[src/flags_map.svh]
`ifndef FLAGS_MAP_SVH
`define FLAGS_MAP_SVH

// bit positions inside the flags word
`define CARRY_POS     0
`define FIXED_ONE_POS 1
`define PARITY_POS    2
`define NIBBLE_POS    4
`define ZERO_POS      6
`define SIGN_POS      7
`define STEP_POS      8
`define IRQ_EN_POS    9
`define DIR_POS       10
`define OVF_POS       11
`define PRIV_LO       12
`define PRIV_HI       13
`define TASK_POS      14
`define RESUME_POS    16
`define V86_POS       17
`define ALIGN_POS     18
`define VIRQ_EN_POS   19
`define VIRQ_PEND_POS 20
`define PROBE_POS     21

// word values
`define FLAGS_RESET   32'h0000_0002
`define RESERVED_MASK 32'hFFC0_802A
`define PRIV_MASK     32'h0000_3000
`define V86_MASK      32'h0002_0000
`define SIZE_MASK_B   32'h0000_00FF
`define SIZE_MASK_W   32'h0000_FFFF
`define SIZE_MASK_D   32'hFFFF_FFFF
`define TOP_PRIV      2'h0

`endif

[src/flags_pkg.sv]
package flags_pkg;

    typedef enum logic [4:0] {
        OP_NONE = 5'b00000,
        OP_ADD  = 5'b00001,
        OP_ADC  = 5'b00010,
        OP_SUB  = 5'b00011,
        OP_SUB_BORROW = 5'b00100,
        OP_AND  = 5'b00101,
        OP_OR   = 5'b00110,
        OP_XOR  = 5'b00111,
        OP_SET_CARRY  = 5'b01000,
        OP_CLR_CARRY  = 5'b01001,
        OP_FLIP_CARRY = 5'b01010,
        OP_BIT_TEST   = 5'b01011,
        OP_BIT_SET    = 5'b01100,
        OP_BIT_RESET  = 5'b01101,
        OP_BIT_FLIP   = 5'b01110,
        OP_SET_DIR    = 5'b01111,
        OP_CLR_DIR    = 5'b10000,
        OP_POP_FLAGS  = 5'b10001,
        OP_INT_RETURN = 5'b10010
    } op_t;

    typedef enum logic [1:0] {
        SZ_BYTE  = 2'b00,
        SZ_WORD  = 2'b01,
        SZ_DWORD = 2'b10
    } size_t;

    typedef enum logic [3:0] {
        CC_O   = 4'b0000,
        CC_NO  = 4'b0001,
        CC_B   = 4'b0010,
        CC_NB  = 4'b0011,
        CC_Z   = 4'b0100,
        CC_NZ  = 4'b0101,
        CC_BE  = 4'b0110,
        CC_NBE = 4'b0111,
        CC_S   = 4'b1000,
        CC_NS  = 4'b1001,
        CC_P   = 4'b1010,
        CC_NP  = 4'b1011,
        CC_L   = 4'b1100,
        CC_NL  = 4'b1101,
        CC_LE  = 4'b1110,
        CC_NLE = 4'b1111
    } cond_t;

    typedef struct packed {
        logic [31:0] flags;
        logic [31:0] result;
        logic        cond_true;
        logic        irq_accept;
        logic        io_ok;
        logic        align_chk;
        logic        virq_active;
    } state_t;

endpackage

[src/alu_if.sv]
`timescale 1ns/100ps
`default_nettype none

interface alu_if;
    import flags_pkg::*;
    logic [31:0] a;
    logic [31:0] b;
    op_t         op;
    size_t       size;
    logic        cin;
    logic [31:0] result;
    logic        carry;
    logic        nibble;
    logic        ovf;
    logic        zero;
    logic        sign;
    logic        parity;

    modport calc (input a, b, op, size, cin,
                  output result, carry, nibble, ovf, zero, sign, parity);
    modport user (output a, b, op, size, cin,
                  input result, carry, nibble, ovf, zero, sign, parity);
endinterface

`default_nettype wire

[src/flags_unit.sv]
`timescale 1ns/100ps
`default_nettype none
`include "flags_map.svh"

// Notes on behaviour
// - carry flag set on carry or borrow out of result top bit.
// - parity flag set when low result byte has even ones count.
// - nibble carry flag set on carry or borrow out of bit 3.
// - zero flag set when result is zero, cleared otherwise.
// - sign flag copies the result's top bit.
// - overflow flag set when signed result does not fit.
// - only carry among status flags is directly writable: set, clear, complement ops.
// - bit test ops copy the selected bit into carry.
// - add-with-carry and subtract-with-borrow consume the carry flag.
// - conditional ops evaluate status flags as their condition.
// - direction bit one steps strings down, zero steps up.
// - set and clear direction ops drive the direction bit.
// - maskable interrupts accepted only while interrupt enable is one.
// - single step mode active while the step flag is one.
// - I/O access allowed only when privilege <= I/O privilege level.
// - I/O privilege level changes only by pop or return at level 0.
// - task link bit shows whether current task is chained.
// - virtual mode bit one selects compatibility mode.
// - alignment checks need both flag bit and control bit.
// - virtual interrupt bit used with pending only under extensions.
// - virtual pending bit is only read, changed by software alone.
// - feature probe bit freely writable by programs.
// - reset or init loads the word with 00000002h.
// - bits 1, 3, 5, 15, 22-31 reserved and fixed.
module flags_unit
    import flags_pkg::*;
(
    input  wire logic        clk_sys_i,
    input  wire logic        rstn_i,
    input  wire logic        init_i,
    input  wire logic        op_valid_i,
    input  var  op_t         op_code_i,
    input  var  size_t       op_size_i,
    input  wire logic [31:0] operand_a_i,
    input  wire logic [31:0] operand_b_i,
    input  wire logic        bit_value_i,
    input  wire logic [31:0] pop_value_i,
    input  var  cond_t       cond_i,
    input  wire logic [1:0]  priv_level_i,
    input  wire logic        task_load_i,
    input  wire logic        task_link_i,
    input  wire logic        irq_req_i,
    input  wire logic        align_mask_i,
    input  wire logic        virt_ext_i,
    output logic [31:0]      flags_o,
    output logic [31:0]      result_o,
    output logic             cond_true_o,
    output logic             string_step_down_o,
    output logic             irq_accept_o,
    output logic             single_step_o,
    output logic             io_access_ok_o,
    output logic             task_linked_o,
    output logic             v86_mode_o,
    output logic             align_check_o,
    output logic             virq_active_o
);

    function automatic logic eval_cond(input cond_t c,
                                       input logic [31:0] f);
        logic r;
        r = 1'b0;
        unique case (c[3:1])
            3'h0: r = f[`OVF_POS];
            3'h1: r = f[`CARRY_POS];
            3'h2: r = f[`ZERO_POS];
            3'h3: r = f[`CARRY_POS] | f[`ZERO_POS];
            3'h4: r = f[`SIGN_POS];
            3'h5: r = f[`PARITY_POS];
            3'h6: r = f[`SIGN_POS] ^ f[`OVF_POS];
            3'h7: r = (f[`SIGN_POS] ^ f[`OVF_POS]) | f[`ZERO_POS];
        endcase
        eval_cond = r ^ c[0];
    endfunction

    alu_if alu ();

    result_flags_calc u_calc (
        .bus (alu.calc)
    );

    state_t st;
    state_t next_st;
    logic   is_arith;
    logic   is_pop;
    logic [31:0] pop_keep;

    assign alu.a = operand_a_i;
    assign alu.b = operand_b_i;
    assign alu.op = op_code_i;
    assign alu.size = op_size_i;
    // chained carry into multi-word arithmetic
    assign alu.cin = ((op_code_i == OP_ADC) || (op_code_i == OP_SUB_BORROW))
                     && st.flags[`CARRY_POS];

    always_comb begin
        next_st = st;
        is_arith = (op_code_i inside {OP_ADD, OP_ADC, OP_SUB, OP_SUB_BORROW,
                                      OP_AND, OP_OR, OP_XOR});
        is_pop = (op_code_i == OP_POP_FLAGS) || (op_code_i == OP_INT_RETURN);
        pop_keep = `RESERVED_MASK | `V86_MASK;
        if (priv_level_i == `TOP_PRIV) begin
            pop_keep = `RESERVED_MASK;
            if (op_code_i == OP_POP_FLAGS) begin
                pop_keep = `RESERVED_MASK | `V86_MASK;
            end
        end else begin
            pop_keep = `RESERVED_MASK | `V86_MASK | `PRIV_MASK;
        end
        if (op_valid_i) begin
            if (is_arith) begin
                next_st.result = alu.result;
                next_st.flags[`CARRY_POS] = alu.carry;
                next_st.flags[`PARITY_POS] = alu.parity;
                next_st.flags[`NIBBLE_POS] = alu.nibble;
                next_st.flags[`ZERO_POS] = alu.zero;
                next_st.flags[`SIGN_POS] = alu.sign;
                next_st.flags[`OVF_POS] = alu.ovf;
            end
            unique case (op_code_i)
                OP_SET_CARRY: next_st.flags[`CARRY_POS] = 1'b1;
                OP_CLR_CARRY: next_st.flags[`CARRY_POS] = 1'b0;
                OP_FLIP_CARRY: next_st.flags[`CARRY_POS] =
                            ~st.flags[`CARRY_POS];
                OP_BIT_TEST, OP_BIT_SET, OP_BIT_RESET, OP_BIT_FLIP:
                    next_st.flags[`CARRY_POS] = bit_value_i;
                OP_SET_DIR: next_st.flags[`DIR_POS] = 1'b1;
                OP_CLR_DIR: next_st.flags[`DIR_POS] = 1'b0;
                OP_POP_FLAGS, OP_INT_RETURN: ;
                default: ;
            endcase
            if (is_pop) begin
                // software image loads probe, pending and control bits
                next_st.flags = (st.flags & pop_keep)
                              | (pop_value_i & ~pop_keep);
            end
        end
        if (task_load_i) begin
            next_st.flags[`TASK_POS] = task_link_i;
        end
        next_st.flags = (next_st.flags & ~`RESERVED_MASK)
                      | `FLAGS_RESET;
        if (init_i) begin
            next_st.flags = `FLAGS_RESET;
        end
        next_st.cond_true = eval_cond(cond_i, next_st.flags);
        next_st.irq_accept = irq_req_i
                             && next_st.flags[`IRQ_EN_POS];
        next_st.io_ok = (priv_level_i
                         <= next_st.flags[`PRIV_HI:`PRIV_LO]);
        next_st.align_chk = align_mask_i
                            && next_st.flags[`ALIGN_POS];
        next_st.virq_active = virt_ext_i && next_st.flags[`VIRQ_EN_POS]
                              && next_st.flags[`VIRQ_PEND_POS];
    end

    always_ff @(posedge clk_sys_i or negedge rstn_i) begin
        if (!rstn_i) begin
            st <= '0;
            st.flags <= `FLAGS_RESET;
        end else begin
            st <= next_st;
        end
    end

    assign flags_o = st.flags;
    assign result_o = st.result;
    assign cond_true_o = st.cond_true;
    assign string_step_down_o = st.flags[`DIR_POS];
    assign irq_accept_o = st.irq_accept;
    assign single_step_o = st.flags[`STEP_POS];
    assign io_access_ok_o = st.io_ok;
    assign task_linked_o = st.flags[`TASK_POS];
    assign v86_mode_o = st.flags[`V86_POS];
    assign align_check_o = st.align_chk;
    assign virq_active_o = st.virq_active;
endmodule

`default_nettype wire

[src/result_flags_calc.sv]
`timescale 1ns/100ps
`default_nettype none
`include "flags_map.svh"

module result_flags_calc
    import flags_pkg::*;
(
    alu_if.calc bus
);

    // picks the bit at the top of the operand, or one above it
    function automatic logic size_bit(input logic [32:0] v,
                                      input size_t s,
                                      input logic above);
        logic [5:0] idx;
        idx = 6'h0;
        unique case (s)
            SZ_BYTE: idx = 6'h07;
            SZ_WORD: idx = 6'h0F;
            default: idx = 6'h1F;
        endcase
        size_bit = v[idx + {5'h0, above}];
    endfunction

    logic [31:0] mask;
    logic [31:0] am;
    logic [31:0] bm;
    logic [32:0] wide;
    logic [31:0] res;
    logic        arith;
    logic        sub;

    always_comb begin
        unique case (bus.size)
            SZ_BYTE: mask = `SIZE_MASK_B;
            SZ_WORD: mask = `SIZE_MASK_W;
            default: mask = `SIZE_MASK_D;
        endcase
        am = bus.a & mask;
        bm = bus.b & mask;
        sub = (bus.op == OP_SUB) || (bus.op == OP_SUB_BORROW);
        arith = sub || (bus.op == OP_ADD) || (bus.op == OP_ADC);
        if (sub) begin
            wide = {1'b0, am} - {1'b0, bm} - {32'h0000_0000, bus.cin};
        end else begin
            wide = {1'b0, am} + {1'b0, bm} + {32'h0000_0000, bus.cin};
        end
        unique case (bus.op)
            OP_AND:  res = am & bm;
            OP_OR:   res = am | bm;
            OP_XOR:  res = am ^ bm;
            default: res = wide[31:0] & mask;
        endcase
        bus.result = res;
        bus.carry = arith && size_bit(wide, bus.size, 1'b1);
        bus.nibble = arith && ((am[4] ^ bm[4]) ^ res[4]);
        if (sub) begin
            bus.ovf = arith && size_bit({1'b0, (am ^ bm) & (am ^ res)},
                                        bus.size, 1'b0);
        end else begin
            bus.ovf = arith && size_bit({1'b0, ~(am ^ bm) & (am ^ res)},
                                        bus.size, 1'b0);
        end
        bus.zero = (res == 32'h0000_0000);
        bus.sign = size_bit({1'b0, res}, bus.size, 1'b0);
        bus.parity = ~^res[7:0];
    end

endmodule

`default_nettype wire

[config.mk]
export PLATFORM = sky130hd
export DESIGN_NAME = flags_unit
export DESIGN_NICKNAME = d
export VERILOG_FILES = /design/src/flags_pkg.sv /design/src/alu_if.sv /design/src/flags_unit.sv /design/src/result_flags_calc.sv
export VERILOG_INCLUDE_DIRS = /design/src
export SDC_FILE = /design/constraint.sdc
export NUM_CORES = 1
export LEC_CHECK = 0
export ABC_CLOCK_PERIOD_IN_PS = 5000
export BUFFER_PORTS_ARGS = -buffer_cell sky130_fd_sc_hd__buf_2
export CORE_ASPECT_RATIO = 1.1
export CORE_MARGIN = 5
export CORE_UTILIZATION = 49
export CTS_CLUSTER_SIZE = 12
export DETAILED_ROUTE_END_ITERATION = 6
export PLACE_DENSITY = 0.75
export SETUP_SLACK_MARGIN = 0.5
export SYNTH_ARGS = -nofsm -noshare
export SYNTH_HDL_FRONTEND = slang
export SYNTH_SLANG_ARGS = --single-unit
[constraint.sdc]
create_clock -name clk_sys_i -period 5 [get_ports clk_sys_i]
set_input_delay 1 -clock clk_sys_i [delete_from_list [all_inputs] [get_ports clk_sys_i]]
set_output_delay 1 -clock clk_sys_i [all_outputs]
set_load 0.03 [all_outputs]
# Yosys cells after proc, flatten, opt, wreduce, memory -nomap -nowiden
# Index checks and enable logic that the tools add are counted.
# word_totals
elab_cells,129
reg_bits,59
input_bits,119
# op_classes
eq_ne,26
n_addsub,5
mux,29
reduce_logical,32
order_cmp,5
bitwise_logic,21
# ops
cell,n
AND 32 bit,6
one-hot mux 32 bit (3 select lines),1
2-to-1 mux 33 bit,2
one-hot mux 32 bit (2 select lines),1
bitwise XOR 32 bit,2
2-to-1 mux 54 bit,1
2-to-1 mux 22 bit,2
== test 5 x 4 -> 1 bit (second input constant),8
2-to-1 mux 18 bit,2
adder 32 x 32 -> 33 bit,1
adder 33 x 1 -> 33 bit,1
subtractor 32 x 32 -> 33 bit,1
subtractor 33 x 1 -> 33 bit,1
logical NOT 32 bit,1
inverter 32 bit,1
bitwise OR 32 bit,1
binary-select mux 1 bit (select 6 bit),4
AND 22 x 18 -> 22 bit,1
AND 22 bit,1
inverter 18 -> 22 bit,1
bitwise OR 22 bit,1
< comparator 6 x 7 -> 1 bit (second input constant),3
== test 5 x 3 -> 1 bit (second input constant),4
== test 5 bit (second input constant),3
other kinds (30),68

# Longest topological paths before layout
# depth
word_depth,23
depth_mapped,34
depth_no_buf,28

# By module
# From an unflattened synthesis, not the netlist that was laid out.
# unflattened
hier_cells,1156
area_unflattened_um2,9251.4
# by_module_without_submodules
module,cells_each,instances,area_each_um2,seq_area_each_um2
result_flags_calc,908,1,6463.7,0.0
flags_unit,248,1,2787.7,1376.3

# Worst setup path after synthesis
# No wires, ideal clock.
# synth_timing
path_type,input-to-reg
from,in op_code_i[1]
to,"reg st, in the netlist cond_true_o"
required_ns,4.874
setup_slack_ns,-2.143
path_stages,34
setup_ns,0.126
arrival_ns,7.017
n_path_buf,6
cell_sequence,buf_2 > buf_2 > buf_2 > buf_2 > buf_2 > buf_1 > xor2_1 > nand4_1 > inv_1 > fa_1 > inv_1 > ha_1 > nor2_1 > fa_1 > nor3b_2 > o21ai_0 > xnor2_1 > nand2_1 > o21ai_0 > nand2b_1 > a21oi_1 > a221o_1 > ha_1 > xnor2_1 > xnor2_1 > o211ai_1 > o211ai_1 > a21oi_1 > a21boi_0 > o21ai_0 > inv_1 > o2bb2ai_1 > or3b_1 > a221o_1
# synth_rtl
item,line,rtl
start: declaration,flags_unit.sv:37,"input var op_t op_code_i,"
end signal: assignment,flags_unit.sv:166,st <= next_st;
end: declaration,flags_unit.sv:86,state_t st;

==> impl_metrics.py <==
metrics = {
    "yosys": {
        "synth-edff-count": 0,
        "cell_area_synth_mm2": 0.009906,
        "post_synth.cell_area_avg_um2": 7.173,
        "share_of_the_yosys_chip_area_belonging_to_registers_pct": 13.89,
        "ys.flop_type": "sky130_fd_sc_hd__dfrtp_1",
        "synth-async-reset-ratio_pct": 100.0,
        "ys_warn_count": 0,
        "synth.ff_latch_count": 55,
        "postSynthCellCount": 1381,
        "yosysUniqueCellTypes": 92,
    },
    "setup_path": {
        "r2r_slack_ns": -0.11,
        "first_element_of_the_critical_path": "op_code_i[1]",
        "cp.arrival_ns": 5.79,
        "critical_path_class": "in2reg",
        "worstSetupStartpointType": "primary input",
        "rr_worst_depth": 19,
        "required_ns": 5.19,
        "crit_fanout": 3,
        "worstReg2RegStart": "flags_o[0]",
        "endpoint_kind": "flop",
    },
    "layout": {
        "area_growth_syn_to_layout_pct": 38.78,
        "final_nets": 2071,
        "antenna_cells": 0,
        "post_route_cells_drive_above_1_share_pct": 32.97,
        "mostFrequentLayoutCells": "sky130_fd_sc_hd__buf_4, sky130_fd_sc_hd__nand2_1, sky130_fd_sc_hd__buf_2",
        "final.fill_count": 1671,
        "layout_commonest_cell": "sky130_fd_sc_hd__buf_4",
        "final_cell_area_mm2": 0.01375,
    },
    "pwr": {
        "p_leak_uw": 0.007241,
        "power.clock.fraction_pct": 12.0,
        "power_report.internal_total_uw": 1607,
        "power.sequential.fraction_pct": 18.7,
        "p_per_area_mw_per_mm2": 216.5,
        "comb_power_share_pct": 69.3,
        "ir_drop_mv": 0.2707,
        "fraction_of_power_spent_switching_nets_pct": 46.00,
        "net-switching-power_uw": 1369,
    },
    "global_routing": {
        "globalRouteOverflowTotal": 0,
        "grt_antenna_before_repair": 0,
        "first_global_vias": 11740,
        "grt_first_pass_wirelength_mm": 60.29,
        "globalRouteTotalUtil_pct": 30.93,
        "grt_start_max_net_pins": 56,
    },
    "routing": {
        "routed-wl-met3_mm": 2.695,
        "highest_metal_used": "met4",
        "wl_met1_mm": 15.66,
        "routed_wirelength_mm": 37.65,
        "routed_via_density": 5.782,
        "drt.antenna.violating_nets": 0,
        "drt-initial-drc-count": 935,
        "detailroute.via_count": 11960,
        "route.detailed.wl_per_inst_um": 18.20,
        "met2_wirelength_mm": 18.11,
        "drc_errors": 0,
        "drtPass1Iterations": 7,
    },
    "floorplan": {
        "starting_density_pct": 49.87,
        "die_area_mm2": 0.02316,
        "placementRows": 54,
        "die-width_um": 145.6,
        "boundary_pin_count": 192,
        "floorplan.die.height_um": 159.1,
        "core_region_area_mm2": 0.01986,
    },
    "timing": {
        "grt_setup_unrepaired": "yes",
        "setup_failing_eps_final": 2,
        "fin_worst_hold_slack_ns": 0.4854,
        "hold_viol_final": 0,
        "timing.final.crit_period_ns": 5.603,
        "finalMaxSlewViolations": 0,
        "timing.setup.tns_ns": -0.8754,
        "finalClockSkew_ns": 0.005965,
        "worst_slack_ns": -0.6034,
        "achievable-frequency_mhz": 178.5,
        "max-slew-margin-rel_pct": 53.69,
        "timing_worst_slew_pin_value_ns": 0.6947,
        "post-route-period-util_pct": 112.1,
    },
    "clocking": {
        "worst_skew_pair.late_latency_ns": 0.30,
        "cts_hold_buf": 0,
        "cts.clk_slew.worst_paths_ns": 0.08,
        "root_buffer": "sky130_fd_sc_hd__clkbuf_16",
        "maximum_clock_path_buffer_count": 2,
        "cts_tree": "done",
        "h-tree-depth": 2,
        "cts_num_sinks": 55,
        "cts_buffers": 5,
    },
    "place": {
        "place_area_mm2": 0.01320,
        "number_of_port_buffers": 163,
        "dp_hpwl_mm": 30.96,
        "pre_cts_worst_setup_slack_ns": -0.9682,
        "routabilityCongestion": 1.016,
    },
    "status": {
        "violated_checks": "negative setup slack",
        "status": "complete, but fails checks",
    },
    "worst_hold_path": {
        "whs_path_depth": 2,
        "hold_path.startpoint": "result_o[1]",
        "worstHoldPathType": "reg2reg",
    },
    "run": {
        "maxCapViolations": 0,
    },
}
-- power by group through the flow --
stage                     Clock, µW  Combinational [µW]  Sequential (µW)
after global placement            0                1910              562
after floorplan                   0                 968              693
after CTS                       358                1990              556
final                           356                2060              558
after detailed placement          0                1940              563
after global routing            375                2220              565
-- layer usage --
metal	vias up	GRT usage, %
li1	5747	-
met1	5598	39.81
met2	526	53.46
met3	92	4.583
met4	0	9.457
met5	-	0
-- synth_stat cells (all sizes together) (5+ instances only) --
library cell,instances,area share [%]
nand2,219,8.3
ha,132,17
inv,122,4.6
a21oi,98,5.4
o21ai,89,4.6
nor2,87,3.3
dfrtp,55,14
buf,52,3.2
clkbuf,45,1.7
mux2i,43,4.3
nand3,30,1.6
xnor2,24,2.1
a21o,22,1.7
nand4,21,1.3
or3,21,1.3
o22ai,20,1.3
nor3,19,0.96
o211ai,18,1.4
xor2,17,1.5
and3,15,0.95
and2,14,0.91
o21a,14,1.1
a211oi,13,1.0
nand2b,12,0.76
o2111ai,12,1.1
o31ai,12,0.91
a31oi,11,0.82
o22a,9,0.80
a221o,7,0.71
a221oi,7,0.75
nor4,7,0.51
a21boi,6,0.45
a22oi,6,0.45
mux2,6,0.68
nor2b,6,0.38
o21bai,6,0.45
or2,6,0.38
or4,6,0.53
nand3b,5,0.38
-- stage by stage --
step	util, %	total power (µW)	instances
4_1_cts	68.24	2900	2066
3_5_place_dp	66.43	2504	2051
3_3_place_gp	66.43	2472	2051
5_1_grt	69.21	3159	2069
6_report	69.21	2976	2069
2_1_floorplan	-	1661	1393
-- final timing paths --
kind,end
worst min register to register,result_o[1]
worst max register to register,cond_true_o
worst max-delay path,cond_true_o
max in group asynchronous,result_o[7]
worst min-delay path,result_o[1]
min in group asynchronous,flags_o[20]
-- sequential cells by signal, summed over array words and instances (netlist names) --
| name | flops |
|---|---|
| align_check_o | 1 |
| cond_true_o | 1 |
| flags_o | 18 |
| io_access_ok_o | 1 |
| irq_accept_o | 1 |
| result_o | 32 |
| virq_active_o | 1 |
-- logic make-up (layout without fill, tap and decap cells) --
family                   count (synthesis)  after routing  synth area share [%]
AND/OR/NAND/NOR                        485            485                 23.25
AO/OA/AOI/OAI                          394            394                 27.09
buffers and inverters                  219            643                 9.549
adder cells (fa/ha/maj)                136            136                 17.48
flip-flops                              55             55                 13.89
multiplexers                            49             49                 5.027
XOR/XNOR                                41             41                 3.625
other                                    2             14               0.07581
-- layout make-up --
class	instances	area [µm²]	share of cell area, %
sequential	55	1376	10.01
inverter	122	457.9	3.331
multi-input combinational	1119	7949	57.82
tap	252	315.3	2.294
timing repair buffer	513	3501	25.47
clock inverter	3	22.52	0.1638
clock buffer	5	125.1	0.9102
-- what timing repair did --
item                                   in CTS  in global routing
endpoints found under the hold margin       0                  0
pin swaps                                  15                 25
setup endpoints to repair                   7                 15
setup buffers                               7                  3
cloned                                      0                  0
gates resized for setup                    26                 37
-- critical path, stage by stage --
cell,delay (ns)
sky130_fd_sc_hd__buf_6,0.10
sky130_fd_sc_hd__xor2_1,0.13
sky130_fd_sc_hd__nand4_1,0.12
sky130_fd_sc_hd__inv_1,0.10
sky130_fd_sc_hd__fa_2,0.48
sky130_fd_sc_hd__inv_2,0.11
sky130_fd_sc_hd__ha_4,0.15
sky130_fd_sc_hd__nor2_4,0.03
sky130_fd_sc_hd__fa_2,0.33
sky130_fd_sc_hd__nor3b_4,0.17
sky130_fd_sc_hd__o211ai_1,0.37
sky130_fd_sc_hd__nand3_2,0.19
sky130_fd_sc_hd__o2111ai_2,0.19
sky130_fd_sc_hd__o221ai_1,0.14
sky130_fd_sc_hd__or3b_1,0.41
sky130_fd_sc_hd__or3b_1,0.41
sky130_fd_sc_hd__or4_4,0.44
sky130_fd_sc_hd__nor4_4,0.28
sky130_fd_sc_hd__and4_1,0.27
sky130_fd_sc_hd__a211oi_1,0.06
sky130_fd_sc_hd__a221o_1,0.29
No activity file was read; power rests on OpenSTA's default activity.
